File: src/shared/prog_seq_pkg.sv
// Package of constants and types for the program sequencer
package prog_seq_pkg;
    localparam int PC_WIDTH = 10;
    localparam int PROG_WORDS = 1024;
    localparam int STACK_DEPTH = 8;
    localparam int STACK_PTR_WIDTH = 3;
    localparam logic [9:0] RESET_VECTOR = 10'h000;
    localparam logic [9:0] SOFT_IRQ_VECTOR = 10'h001;
    localparam logic [9:0] HW_IRQ_VECTOR = 10'h008;
    localparam logic [9:0] RESERVED_LO = 10'h3FE;
    localparam logic [9:0] ROLLING_CODE_LO = 10'h00E;
    localparam logic [9:0] ROLLING_CODE_HI = 10'h00F;
    localparam int SHORT_REACH_BITS = 8;
    localparam int MEDIUM_REACH_BITS = 9;
    localparam logic [1:0] CLOCKS_PER_CYCLE_M1 = 2'h3;
    localparam logic [1:0] PHASE_RESET = 2'h0;
    localparam logic [6:0] WAKE_STANDBY_MASK = 7'h7F;
    localparam logic [6:0] WAKE_HALT_MASK = 7'h38;
    localparam int WAKE_EVENTS = 7;

    typedef enum logic [3:0] {
        OP_NEXT,
        OP_SKIP,
        OP_SHORT_CALL,
        OP_SHORT_ABS_JUMP,
        OP_SHORT_ABS_CALL,
        OP_MEDIUM_JUMP,
        OP_LONG_CALL,
        OP_LONG_JUMP,
        OP_PLAIN_RETURN,
        OP_RETURN_LITERAL,
        OP_RETURN_IRQ,
        OP_SOFT_IRQ
    } seq_op_t;

    typedef enum logic [1:0] {
        MODE_NORMAL,
        MODE_SLOW,
        MODE_STANDBY,
        MODE_HALT
    } power_mode_t;
endpackage

File: src/hdl/program_sequencer.sv
// Program sequencer: program counter, vectors, return stack, cycle timing and wake-up
//
// Notes on behaviour
// - Program counter ten bits covers 1K words
// - Power-on reset starts fetch at 0x000
// - Software interrupt fetches from 0x001
// - All hardware interrupts enter at 0x008
// - Short jumps and calls reach 256 words
// - Medium jump reaches 512 words
// - Long jump and call reach everywhere
// - Calls and interrupts push next address
// - Returns pop top entry into counter
// - Instruction cycle is four clocks
// - Branches and taken skips take two cycles
// - Rolling-code words fetch as normal code
// - Standby wakes on seven events
// - Halt wakes on three events only
// - Wake-up raises interrupt and resumes running
// - Port B bit0 interrupt needs select and enable
`timescale 1ns/1ps
module program_sequencer (
    input wire logic i_clk,
    input wire logic i_rst_n,
    input wire logic i_exec,
    input wire prog_seq_pkg::seq_op_t i_op,
    input wire logic [prog_seq_pkg::PC_WIDTH-1:0] i_target,
    input wire logic i_skip_taken,
    input wire logic i_slow_select,
    input wire logic i_enter_standby,
    input wire logic i_enter_halt,
    input wire logic i_irq_request,
    input wire logic i_irq_global_enable,
    input wire logic [5:0] i_wake_events,
    input wire logic i_port_b_bit0_ext_irq_pin,
    input wire logic i_ext_irq_pin_select,
    input wire logic i_ext_irq_enable,
    output logic [prog_seq_pkg::PC_WIDTH-1:0] o_pc,
    output logic o_fetch,
    output logic [1:0] o_phase,
    output logic o_cycle_end,
    output logic o_second_cycle,
    output prog_seq_pkg::power_mode_t o_mode,
    output logic o_wake_irq,
    output logic o_ext_irq,
    output logic o_irq_taken
);
    import prog_seq_pkg::*;

    // ****************************************
    // Signals
    // ****************************************
    logic [PC_WIDTH-1:0] pc;
    logic [1:0] phase;
    logic second_cycle;
    logic [PC_WIDTH-1:0] next_pc;
    logic push;
    logic pop;
    logic take_two;
    logic boundary;
    logic running;
    logic irq_accept;
    logic ext_sync1;
    logic ext_sync2;
    logic ext_prev;
    logic ext_edge;
    logic ext_irq_active;
    logic [WAKE_EVENTS-1:0] wake_vector;
    logic wake_hit;
    logic wake_pending;
    logic [PC_WIDTH-1:0] stack_top;
    power_mode_t mode;
    power_mode_t run_mode;

    function automatic logic [PC_WIDTH-1:0] page_join(
        input logic [PC_WIDTH-1:0] base,
        input logic [PC_WIDTH-1:0] tgt,
        input int bits
    );
        logic [PC_WIDTH-1:0] mask;
        mask = PC_WIDTH'((1 << bits) - 1);
        page_join = (base & ~mask) | (tgt & mask);
    endfunction

    // ****************************************
    // Instruction cycle timing
    // ****************************************
    assign boundary = (phase == CLOCKS_PER_CYCLE_M1);
    assign running = (mode == MODE_NORMAL) || (mode == MODE_SLOW);

    always_ff @(posedge i_clk or negedge i_rst_n) begin
        if (!i_rst_n) begin
            phase <= PHASE_RESET;
        end else if (running) begin
            phase <= phase + 2'h1;
        end else begin
            phase <= PHASE_RESET;
        end
    end

    // ****************************************
    // Next address selection
    // ****************************************
    assign irq_accept = boundary && running && !second_cycle && i_irq_request
        && i_irq_global_enable;

    always_comb begin
        next_pc = pc + 10'h001;
        push = 1'b0;
        pop = 1'b0;
        take_two = 1'b0;
        if (irq_accept) begin
            next_pc = HW_IRQ_VECTOR;
            push = 1'b1;
            take_two = 1'b1;
        end else if (i_exec) begin
            case (i_op)
                OP_SKIP: begin
                    if (i_skip_taken) begin
                        next_pc = pc + 10'h002;
                        take_two = 1'b1;
                    end
                end
                OP_SHORT_CALL, OP_SHORT_ABS_CALL: begin
                    next_pc = page_join(pc, i_target, SHORT_REACH_BITS);
                    push = 1'b1;
                    take_two = 1'b1;
                end
                OP_SHORT_ABS_JUMP: begin
                    next_pc = page_join(pc, i_target, SHORT_REACH_BITS);
                    take_two = 1'b1;
                end
                OP_MEDIUM_JUMP: begin
                    next_pc = page_join(pc, i_target, MEDIUM_REACH_BITS);
                    take_two = 1'b1;
                end
                OP_LONG_CALL: begin
                    next_pc = i_target;
                    push = 1'b1;
                    take_two = 1'b1;
                end
                OP_LONG_JUMP: begin
                    next_pc = i_target;
                    take_two = 1'b1;
                end
                OP_PLAIN_RETURN, OP_RETURN_LITERAL, OP_RETURN_IRQ: begin
                    next_pc = stack_top;
                    pop = 1'b1;
                    take_two = 1'b1;
                end
                OP_SOFT_IRQ: begin
                    next_pc = SOFT_IRQ_VECTOR;
                    push = 1'b1;
                    take_two = 1'b1;
                end
                default: begin
                    next_pc = pc + 10'h001;
                end
            endcase
        end
    end

    // ****************************************
    // Program counter and second cycle
    // ****************************************
    always_ff @(posedge i_clk or negedge i_rst_n) begin
        if (!i_rst_n) begin
            pc <= RESET_VECTOR;
        end else if (boundary && running && !second_cycle) begin
            pc <= next_pc;
        end
    end

    always_ff @(posedge i_clk or negedge i_rst_n) begin
        if (!i_rst_n) begin
            second_cycle <= 1'b0;
        end else if (boundary && running) begin
            second_cycle <= !second_cycle && take_two;
        end
    end

    return_stack #(
        .DEPTH(STACK_DEPTH),
        .WIDTH(PC_WIDTH)
    ) u_stack (
        .i_clk(i_clk),
        .i_rst_n(i_rst_n),
        .i_push(boundary && running && !second_cycle && push),
        .i_pop(boundary && running && !second_cycle && pop),
        .i_data(pc + 10'h001),
        .o_top(stack_top)
    );

    // ****************************************
    // External interrupt pin
    // ****************************************
    always_ff @(posedge i_clk or negedge i_rst_n) begin
        if (!i_rst_n) begin
            ext_sync1 <= 1'b0;
            ext_sync2 <= 1'b0;
            ext_prev <= 1'b0;
        end else begin
            ext_sync1 <= i_port_b_bit0_ext_irq_pin;
            ext_sync2 <= ext_sync1;
            ext_prev <= ext_sync2;
        end
    end

    assign ext_irq_active = i_ext_irq_pin_select && i_ext_irq_enable;
    assign ext_edge = ext_irq_active && ext_sync2 && !ext_prev;

    // ****************************************
    // Power modes and wake-up
    // ****************************************
    // Vector order: timer0, timer1, timer2, watchdog, port B change, external, comparator
    assign wake_vector = {i_wake_events[5], ext_edge, i_wake_events[4:0]};
    assign run_mode = i_slow_select ? MODE_SLOW : MODE_NORMAL;

    always_comb begin
        case (mode)
            MODE_STANDBY: wake_hit = |(wake_vector & WAKE_STANDBY_MASK);
            MODE_HALT: wake_hit = |(wake_vector & WAKE_HALT_MASK);
            default: wake_hit = 1'b0;
        endcase
    end

    always_ff @(posedge i_clk or negedge i_rst_n) begin
        if (!i_rst_n) begin
            mode <= MODE_NORMAL;
        end else if (wake_hit) begin
            mode <= run_mode;
        end else if (running && boundary && i_enter_halt) begin
            mode <= MODE_HALT;
        end else if (running && boundary && i_enter_standby) begin
            mode <= MODE_STANDBY;
        end else if (running) begin
            mode <= run_mode;
        end
    end

    always_ff @(posedge i_clk or negedge i_rst_n) begin
        if (!i_rst_n) begin
            wake_pending <= 1'b0;
        end else begin
            wake_pending <= wake_hit;
        end
    end

    // ****************************************
    // Registered outputs
    // ****************************************
    always_ff @(posedge i_clk or negedge i_rst_n) begin
        if (!i_rst_n) begin
            o_pc <= RESET_VECTOR;
            o_fetch <= 1'b0;
            o_phase <= PHASE_RESET;
            o_cycle_end <= 1'b0;
            o_second_cycle <= 1'b0;
            o_mode <= MODE_NORMAL;
            o_wake_irq <= 1'b0;
            o_ext_irq <= 1'b0;
            o_irq_taken <= 1'b0;
        end else begin
            o_pc <= pc;
            o_fetch <= running && (phase == PHASE_RESET);
            o_phase <= phase;
            o_cycle_end <= boundary && running;
            o_second_cycle <= second_cycle;
            o_mode <= mode;
            o_wake_irq <= wake_pending;
            o_ext_irq <= ext_edge;
            o_irq_taken <= irq_accept;
        end
    end

    // ****************************************
    // Checks
    // ****************************************
    reset_vector_a: assert property (@(posedge i_clk)
        $rose(i_rst_n) |-> pc == RESET_VECTOR)
        else $error("pc not at reset vector after reset");

    hw_vector_a: assert property (@(posedge i_clk) disable iff (!i_rst_n)
        irq_accept |=> pc == HW_IRQ_VECTOR)
        else $error("hardware interrupt did not reach its vector");

    soft_vector_a: assert property (@(posedge i_clk) disable iff (!i_rst_n)
        boundary && running && !second_cycle && !irq_accept && i_exec
        && i_op == OP_SOFT_IRQ |=> pc == SOFT_IRQ_VECTOR)
        else $error("software interrupt did not reach its vector");

    cycle_four_a: assert property (@(posedge i_clk) disable iff (!i_rst_n)
        running && boundary && running ##1 running[*3] |-> ##1 boundary)
        else $error("instruction cycle is not four clocks");

    pc_hold_a: assert property (@(posedge i_clk) disable iff (!i_rst_n)
        !boundary |=> $stable(pc))
        else $error("pc changed inside an instruction cycle");

    two_cycle_a: assert property (@(posedge i_clk) disable iff (!i_rst_n)
        boundary && running && !second_cycle && take_two |=> second_cycle)
        else $error("branch did not take a second cycle");

    short_page_a: assert property (@(posedge i_clk) disable iff (!i_rst_n)
        boundary && running && !second_cycle && !irq_accept && i_exec
        && i_op == OP_SHORT_ABS_JUMP |=> pc[9:8] == $past(pc[9:8]))
        else $error("short jump left its 256-word page");

    halt_wake_a: assert property (@(posedge i_clk) disable iff (!i_rst_n)
        mode == MODE_HALT && !(|(wake_vector & WAKE_HALT_MASK)) |=> mode == MODE_HALT)
        else $error("halt woke on a disallowed event");

    wake_run_a: assert property (@(posedge i_clk) disable iff (!i_rst_n)
        wake_hit |=> running ##1 o_wake_irq)
        else $error("wake-up did not resume and raise interrupt");

    ext_gate_a: assert property (@(posedge i_clk) disable iff (!i_rst_n)
        ext_sync2 && !ext_prev |=> o_ext_irq ==
        ($past(i_ext_irq_pin_select) && $past(i_ext_irq_enable)))
        else $error("external interrupt gating wrong");
endmodule

File: src/hdl/return_stack.sv
// Eight-entry hardware return stack
`timescale 1ns/1ps
module return_stack #(
    parameter int DEPTH = prog_seq_pkg::STACK_DEPTH,
    parameter int WIDTH = prog_seq_pkg::PC_WIDTH
) (
    input wire logic i_clk,
    input wire logic i_rst_n,
    input wire logic i_push,
    input wire logic i_pop,
    input wire logic [WIDTH-1:0] i_data,
    output logic [WIDTH-1:0] o_top
);
    import prog_seq_pkg::*;
    logic [WIDTH-1:0] mem [DEPTH];
    logic [STACK_PTR_WIDTH-1:0] ptr;

    // Circular pointer: overflow wraps onto the oldest entry
    always_ff @(posedge i_clk or negedge i_rst_n) begin
        if (!i_rst_n) begin
            ptr <= '0;
        end else if (i_push) begin
            ptr <= ptr + 3'h1;
        end else if (i_pop) begin
            ptr <= ptr - 3'h1;
        end
    end

    // Entries clear on reset so a pop from an empty stack returns address 0
    always_ff @(posedge i_clk or negedge i_rst_n) begin
        if (!i_rst_n) begin
            for (int i = 0; i < DEPTH; i++) begin
                mem[i] <= '0;
            end
        end else if (i_push) begin
            mem[ptr] <= i_data;
        end
    end

    assign o_top = mem[ptr - 3'h1];
endmodule

File: config.mk
export PLATFORM = sky130hd
export DESIGN_NAME = program_sequencer
export DESIGN_NICKNAME = d
export VERILOG_FILES = /design/src/shared/prog_seq_pkg.sv /design/src/hdl/program_sequencer.sv /design/src/hdl/return_stack.sv
export SDC_FILE = /design/constraint.sdc
export NUM_CORES = 1
export LEC_CHECK = 0
export BUFFER_PORTS_ARGS = -buffer_cell sky130_fd_sc_hd__buf_4
export CAP_MARGIN = 10
export CORE_MARGIN = 5
export CORE_UTILIZATION = 54
export CTS_CLUSTER_DIAMETER = 200
export DETAILED_ROUTE_END_ITERATION = 10
export GPL_ROUTABILITY_DRIVEN = 0
export MAX_ROUTING_LAYER = met4
export PLACE_DENSITY = 0.73
export SETUP_SLACK_MARGIN = 0.2
export SLEW_MARGIN = 20
export SYNTH_ARGS = -nofsm -noshare
export SYNTH_HDL_FRONTEND = slang
export SYNTH_SLANG_ARGS = --single-unit
File: constraint.sdc
create_clock -name i_clk -period 3.9 [get_ports i_clk]
set_clock_uncertainty 0.05 [all_clocks]
set_input_delay 0.585 -clock i_clk [delete_from_list [all_inputs] [get_ports i_clk]]
set_output_delay 0.585 -clock i_clk [all_outputs]
set_load 0.05 [all_outputs]
==> results of run 1 <==
## area by class of cell
class,instances,area (um2)
Fill cell,863,3780
Sequential cell,122,3050
Multi-Input combinational cell,409,2740
Timing Repair Buffer,64,493
Clock buffer,19,453
Tap cell,140,175
Clock inverter,13,166
Inverter,20,75.1
## layout by cell type, fill, tap and decap left out, types with 4 or more instances in the layout
master and n:
o211ai_1 5, a21o_1 5, mux2_2 6, inv_1 19, mux4_2 8, a21oi_1 50
a2111oi_0 4, ha_1 6, o21ai_0 54, xnor2_1 9, nand3_1 9, clkbuf_16 17
dfrtp_1 122, nand2_1 64, nand4_1 6, nor2b_1 6, a31oi_1 10, buf_4 63
a22oi_1 8, mux2i_1 31, nor2_1 50, nor3_1 8, xor2_1 9
## kinds of logic after synthesis
logic type / share of synthesized area [%]
flip-flops: 50.3
AO/OA/AOI/OAI: 18.3
multiplexers: 9.68
AND/OR/NAND/NOR: 13.3
adder cells (fa/ha/maj): 1.24
XOR/XNOR: 2.60
buffers and inverters: 4.61
## how the worst min path moves through the flow
stage	from	to	slack, ns	depth (start not counted)
after global placement	wake_pending$_DFF_PN0_	o_wake_irq$_DFF_PN0_	0.28	0
after floorplan	i_rst_n	ext_prev$_DFF_PN0_	0.24	0
after global routing	i_port_b_bit0_ext_irq_pin	ext_sync1$_DFF_PN0_	0.22	1
final	i_rst_n	o_mode[0]$_DFF_PN0_	0.18	1
after detailed placement	ext_sync1$_DFF_PN0_	ext_sync2$_DFF_PN0_	0.29	0
after CTS	i_rst_n	wake_pending$_DFF_PN0_	0.21	1
## routing by layer
layer	global-route usage (%)	wire length, um
met1	32.1	6470
met2	38.3	7160
met3	5.54	1130
met4	11.2	512
met5	-	0
## registers in the layout, summed over array words and instances, names as in the netlist, 2 cells and up
signal,flops
mode,2
o_mode,2
o_pc,10
o_phase,2
pc,10
phase,2
u_stack.mem,80
u_stack.ptr,3
## power groups by stage
stage | Clock [mW] | Combinational (mW) | Sequential, mW
3_3_place_gp | 0 | 2.15 | 2.08
5_1_grt | 1.71 | 2.41 | 2.14
4_1_cts | 1.64 | 2.22 | 2.09
2_1_floorplan | 0 | 1.44 | 2.19
6_report | 1.63 | 2.23 | 2.09
3_5_place_dp | 0 | 2.20 | 2.10
## metrics by stage
step / setup WS (ns) / cells / utilization [%]
after global routing: 0.881 / 787 / 65.4
after CTS: 1.08 / 787 / 65.4
final: 1.08 / 787 / 65.4
after floorplan: 1.10 / 595 / -
after detailed placement: 1.04 / 755 / 59.8
after global placement: 1.08 / 755 / 59.8
==> Flow_metrics.wiki, run 1 <==
{| class="wikitable"
! Metric !! Value
|-
| Total clock buffers created by CTS || 17
|-
| Area of the core || roughly 0.011 mm2
|-
| Layout-stage area growth over the synthesis result || 17.8%
|-
| Longest individual stage delay on the worst path || 0.85 ns
|-
| Cell-by-cell trace of the critical path || ha_1 > nor3b_4 > nand3_2 > a2111oi_4 > buf_4 > mux2i_1
|-
| Worst Setup SP || phase[0]$_DFF_PN0_
|-
| Remaining global-route overflow || 0
|-
| Total of warnings raised by yosys || 0
|-
| Synth top area share || 50.3%
|-
| Cell type with the largest total area after synthesis || dfrtp_1
|-
| Share of power burned in the clock network || 27.3%
|-
| Crit path required time || 4.18 ns
|-
| Avg Cell Area, Syn || 10.2 um2
|-
| Number of I/O pins || 52
|-
| CTS hold repair buffers || 0
|-
| Min-delay worst type || primary input to asynchronous set/reset pin
|-
| Transition time at the pin with the least slew margin || between 0.9 and 1 ns
|-
| Clock-pin transition on the worst setup and hold timing paths || 0.06 ns
|-
| Reg2Reg Capture Point || u_stack.mem[40]$_DFFE_PN0P_
|-
| Buffers inserted by post-CTS timing repair || 0
|-
| Internal power contribution || 3.61 mW
|-
| Final worst hold slack || about 0.18 ns
|-
| Prevailing post-synth register cell || dfrtp_1
|-
| Cell types with the largest area share after synthesis || dfrtp_1 (50%), mux2i_1 (5.1%), o21ai_0 (4.5%), a21oi_1 (4.1%), nand2_1 (4.0%)
|-
| Inserted Diodes || 0
|-
| Chip height || around 120 um
|-
| Fraction of synthesis flops using an asynchronous set or reset pin || 100%
|-
| Reg2Reg Setup Slack || 1.08 ns
|-
| Placed inst area || 0.00654 mm2
|-
| Crit end category || register
|-
| DRT Pass-1 Iters || 9
|-
| TritonCTS clock tree || yes
|-
| DR vias/cell || between 6 and 7
|-
| Worst setup endpoint || u_stack.mem[40]$_DFFE_PN0P_
|-
| Post-route DRC violation count || 1
|-
| Maximum number of pins on one net before global-route repair || 65
|-
| Routed WL || 15300 um
|-
| CTS H-tree depth || 4
|-
| Number of global-route vias before repair || between 4000 and 5000
|-
| Row count || 38
|-
| Die Area || 0.0135 mm2
|-
| Detail Route Antenna Nets || 0
|-
| Total GRT Usage || 25.0%
|-
| Most common cell in the synthesized netlist || dfrtp_1
|-
| Layout cells sized above 1 || slightly above 20%
|-
| Net load switching power || 2.34 mW
|-
| Switching part of the total || about 40%
|-
| Max clock buf depth || 2
|-
| Peak VDD IR || approximately 0.00044 V
|-
| Number of enable flip-flop cells after synthesis || 0
|-
| Worst-path cell with the longest stage delay || a2111oi_4
|-
| Netlist cell types || 65
|-
| Logic pwr share || 37.5%
|-
| Slew headroom || 33.8%
|-
| Cell area after layout || 0.00716 mm2
|-
| Type of the worst setup path || register to register
|-
| Total of max-cap violations || 0
|-
| Reg-to-reg critical path startpoint || phase[0]$_DFF_PN0_
|-
| # nets final || 672
|-
| Antenna violations before repair || 0
|-
| Outcome || finished with violations
|-
| DR vias || ~4800
|-
| Wire length per cell after detailed routing || around 19 um
|-
| Period minus WS final || roughly 2.8 ns
|-
| Largest fanout on the critical path || 10
|-
| Resized cells post-CTS || 0
|-
| Leakage || 3.29 nW
|-
| Half-perimeter wire length of the detailed placement result || 10500 um
|-
| Arr. time, crit path || 3.10 ns
|-
| Upper clock frequency limit || 0.355 GHz
|-
| Global-route wire length before repair || 25200 um
|-
| Accumulated negative setup slack || 0 ns
|-
| Width of the die || between 100 and 150 um
|-
| Largest delay contributor family on the critical path || compound AO/OA/AOI/OAI gates
|-
| Critical path buffer and inverter count || 1
|-
| Number of pins with negative max-slew slack in the final report || 0
|-
| Sequential-to-total area share from yosys stat || about half
|-
| Most frequent cells after synthesis || dfrtp_1 (122), nand2_1 (64), o21ai_0 (55)
|-
| Initial DRC Count || 399
|-
| Portion of the clock cycle consumed by the worst path in the final layout || 72.3%
|-
| Worst setup SP type || register
|-
| Clock Root Buffer || clkbuf_16
|-
| Setup Viol. Count Final || 0
|-
| Violations in the final reports || DRC
|-
| Starting utilization of the core area || 55.5%
|-
| Post-synthesis net count || 633
|-
| Ratio of total power to cell area || 831 mW/mm2
|-
| Final Hold Vio Count || 0
|-
| RSZ-0062 raised after global routing || false
|-
| Total power || slightly below 6 mW
|-
| Sequential group share of total power || about a third
|-
| Yosys reg bits || 122
|-
| Cells after synthesis || 595
|-
| Critical path depth in cells || 6
|-
| Total clock sinks || 122
|-
| R2R cell count || 6
|-
| Area of the mapped netlist || 0.00607 mm2
|-
| Port Buffers || 51
|-
| Clk Latency, worst-skew pair || about 0.42 ns
|}
Note: power is estimated with default switching activity, not from simulation.
==> run 2, diff against run 1 <==
--- a/config.mk
+++ b/config.mk
@@ -5,6 +5,7 @@
 export SDC_FILE = /design/constraint.sdc
 export NUM_CORES = 1
 export LEC_CHECK = 0
+export ABC_AREA = 1
 export BUFFER_PORTS_ARGS = -buffer_cell sky130_fd_sc_hd__buf_4
 export CAP_MARGIN = 10
 export CORE_MARGIN = 5
@@ -13,7 +14,7 @@
 export DETAILED_ROUTE_END_ITERATION = 10
 export GPL_ROUTABILITY_DRIVEN = 0
 export MAX_ROUTING_LAYER = met4
-export PLACE_DENSITY = 0.73
+export PLACE_DENSITY = 0.76
 export SETUP_SLACK_MARGIN = 0.2
 export SLEW_MARGIN = 20
 export SYNTH_ARGS = -nofsm -noshare
==> constraint.sdc (replaced) <==
create_clock -name i_clk -period 2.3 [get_ports i_clk]
set_clock_uncertainty 0.05 [all_clocks]
set_input_delay 0.345 -clock i_clk [delete_from_list [all_inputs] [get_ports i_clk]]
set_output_delay 0.345 -clock i_clk [all_outputs]
set_load 0.05 [all_outputs]
==> run 2 against run 1 <==
The flow now finishes without violations. Maximum frequency is 37% higher. Non-clock buffer count is 11 higher. Area after synthesis is 2.3% lower. Sequential power is 70% higher. Sequential cell count stayed put. Register-to-register slack worse by 0.84 ns. Clock-buffer cell count is 2 higher. Combinational power is 110% higher. Die area is 2.1% lower. Via count is 12% higher. Largest cell class unchanged.
==> Flow_metrics.wiki, run 2 <==
{| class="wikitable"
! Metric !! Value
|-
| Portion of netlist area occupied by mux cells || 0%
|-
| Cell type with the largest total area after synthesis || dfrtp_1
|-
| Row count || 38
|-
| Clock-pin transition on the worst setup and hold timing paths || 0.06 ns
|-
| Remaining global-route overflow || 0
|-
| Cell-by-cell trace of the critical path || ha_1 > inv_1 > nor2_4 > nand2_4 > nor2_4 > inv_2 > nand2_4 > nand3b_2 > nand2_1 > o21ai_1
|-
| Layout cells sized above 1 || approximately 14%
|-
| Min-delay worst type || primary input to register
|-
| Clock Root Buffer || clkbuf_8
|-
| Sequential-to-total area share from yosys stat || approximately half
|-
| Total GRT Usage || 24.9%
|-
| Max clock buf depth || 2
|-
| Fraction of synthesis flops using an asynchronous set or reset pin || 100%
|-
| Die Area || 0.0132 mm2
|-
| Worst setup SP type || register
|-
| Adder and majority gate portion of the synthesized area || between 1 and 1.5%
|-
| Yosys reg bits || 122
|-
| Global-route wire length before repair || 24700 um
|-
| Transition time at the pin with the least slew margin || 0.595 ns
|-
| Number of pins with negative max-slew slack in the final report || 0
|-
| Highest-count cells in the layout ignoring fill and taps || nand2_1 (240), dfrtp_1 (122), o21ai_1 (82)
|-
| Final worst hold slack || ~0.024 ns
|-
| Cell area after layout || a little over 0.007 mm2
|-
| Initial DRC Count || 541
|-
| Buffers inserted by post-CTS timing repair || 0
|-
| Number of global-route vias before repair || 5083
|-
| Worst-path cell with the longest stage delay || dfrtp_1
|-
| Total of max-cap violations || 0
|-
| DRT Pass-1 Iters || 5
|-
| Wire length per cell after detailed routing || 15.6 um
|-
| Number of I/O pins || 52
|-
| Detail Route Antenna Nets || 0
|-
| DR vias/cell || roughly 5.5
|-
| Prevailing post-synth register cell || dfrtp_1
|-
| RSZ-0062 raised after global routing || true
|-
| Largest fanout on the critical path || 20
|-
| Area of the core || 0.0108 mm2
|-
| Total of warnings raised by yosys || 0
|-
| Number of enable flip-flop cells after synthesis || 0
|-
| Post-synthesis net count || around 800
|-
| CTS H-tree depth || 4
|-
| Starting utilization of the core area || a little over half
|-
| Cells after synthesis || 761
|-
| Period minus WS final || 2.06 ns
|-
| Upper clock frequency limit || approximately 0.49 GHz
|-
| Accumulated negative setup slack || 0 ns
|-
| Combinational family with the most area after synthesis || simple AND/OR/NAND/NOR gates
|-
| Clk Latency, worst-skew pair || 0.53 ns
|-
| Max reg flops || 80
|-
| # nets final || 857
|-
| Total clock sinks || 122
|-
| Simple-gate area share of the yosys netlist || 29.3%
|-
| Setup Viol. Count Final || 0
|-
| Width of the die || approximately 110 um
|-
| Most common cell in the synthesized netlist || nand2_1
|-
| Type of the worst setup path || register to register
|-
| Area of the mapped netlist || 0.00593 mm2
|-
| Total power || 11.1 mW
|-
| Most frequent cells after synthesis || nand2_1 (243), dfrtp_1 (122), o21ai_1 (82)
|-
| Arr. time, crit path || 2.40 ns
|-
| Leakage || 3.49 nW
|-
| Routed WL || approximately 15000 um
|-
| Count of fill cells added during filler insertion || about 870
|-
| Longest individual stage delay on the worst path || roughly 0.38 ns
|-
| Most frequent standard cell in the layout excluding fill and tap cells || nand2_1
|-
| Final Hold Vio Count || 0
|-
| Post-synthesis compound-gate area fraction || 11.2%
|-
| TritonCTS clock tree || yes
|-
| Antenna violations before repair || 0
|-
| Largest reg by FF count || u_stack.mem
|-
| Top Registers || u_stack.mem: 80 flops, o_pc: 10 flops, pc: 10 flops
|-
| Inserted Diodes || 0
|-
| Layout-stage area growth over the synthesis result || 21.3%
|-
| Netlist cell types || 31
|-
| Outcome || finished clean
|-
| Portion of the clock cycle consumed by the worst path in the final layout || 89.6%
|-
| Avg Cell Area, Syn || 7.80 um2
|-
| Cell types with the largest area share after synthesis || dfrtp_1 (51%), nand2_1 (15%), o21ai_1 (6.9%), nand3_1 (6.3%), nor2_1 (4.9%)
|-
| Maximum number of pins on one net before global-route repair || 48
|-
| Chip height || 115 um
|-
| Peak VDD IR || 0.000927 V
|-
| Slew headroom || between 60 and 70%
|-
| Crit path required time || about 2.6 ns
|-
| Total clock buffers created by CTS || 17
|-
| Ratio of total power to cell area || 1540 mW/mm2
|-
| Port Buffers || 51
|-
| Placed inst area || approximately 0.0065 mm2
|-
| Crit end category || register
|-
| Synth top area share || 51.5%
|-
| DR vias || between 5000 and 6000
|-
| Half-perimeter wire length of the detailed placement result || 10100 um
|-
| Post-route DRC violation count || 0
|-
| Worst Setup Slack, final || 0.238 ns
|-
| XOR/XNOR Fraction of Synth Area || 1.03%
|-
| Worst Setup Slack post-DPL || approximately 0.25 ns
|}
-- run 2: metrics by stage --
stage | instances | utilization [%]
6_report | 972 | 66.7
5_1_grt | 972 | 66.7
4_1_cts | 972 | 66.6
3_5_place_dp | 936 | 60.2
3_3_place_gp | 936 | 60.2
2_1_floorplan | 761 | -
-- run 2: power by group --
group / switching (mW) / internal (mW)
Clock: 0.947 / 1.95
Sequential: 0.597 / 2.97
Combinational: 3.09 / 1.54
-- run 2: cells by family (layout without fill, tap and decap cells) --
group / count (synthesis) / in the layout
adder cells (fa/ha/maj): 6 / 6
AND/OR/NAND/NOR: 416 / 416
buffers and inverters: 80 / 151
flip-flops: 122 / 122
XOR/XNOR: 7 / 7
AO/OA/AOI/OAI: 130 / 130
-- run 2: worst paths after layout --
path	start	to	slack, ns	cells after the start
min reg2reg	ext_sync1$_DFF_PN0_	ext_sync2$_DFF_PN0_	0.29	0
max reg2reg	phase[1]$_DFF_PN0_	u_stack.mem[7]$_DFFE_PN0P_	0.24	10
max	phase[1]$_DFF_PN0_	u_stack.mem[7]$_DFFE_PN0P_	0.24	10
min in group asynchronous	i_rst_n	o_ext_irq$_DFF_PN0_	0.31	2
min	i_ext_irq_pin_select	o_ext_irq$_DFF_PN0_	0.02	3
max in group asynchronous	i_rst_n	u_stack.mem[36]$_DFFE_PN0P_	1.23	3
-- run 2: layer usage --
layer  GRT usage (%)  vias up  routed length, um
li1                -     2574                  -
met1            32.3     2533               6570
met2            38.2      218               7140
met3            6.47       21               1240
met4            8.69        0                239
met5               -        -                  0
-- run 2: timing repair --
action / in CTS / in global routing
hold buffers: 4 / 0
hold endpoints to repair: 44 / 0
resized for setup: 0 / 5
endpoints found under the setup margin: 0 / 53
-- run 2: worst max-delay path: cells and delay by family (launching register included) --
kind,cells,cell delay [ns]
and+or+nand+nor,6,1.09
DFF,1,0.38
adders and majority gates,1,0.16
buffers and inverters,2,0.15
AOI/OAI and AO/OA,1,0.09
-- run 2: final cells by class --
type	count	area (um2)	area share (%)
clock buffers	21	459	6.38
clock inverters	11	190	2.64
inverters	44	165	2.30
multi-input cells	559	2550	35.4
flip-flops and latches	122	3050	42.4
well taps	140	175	2.43
repair buffers	75	602	8.37
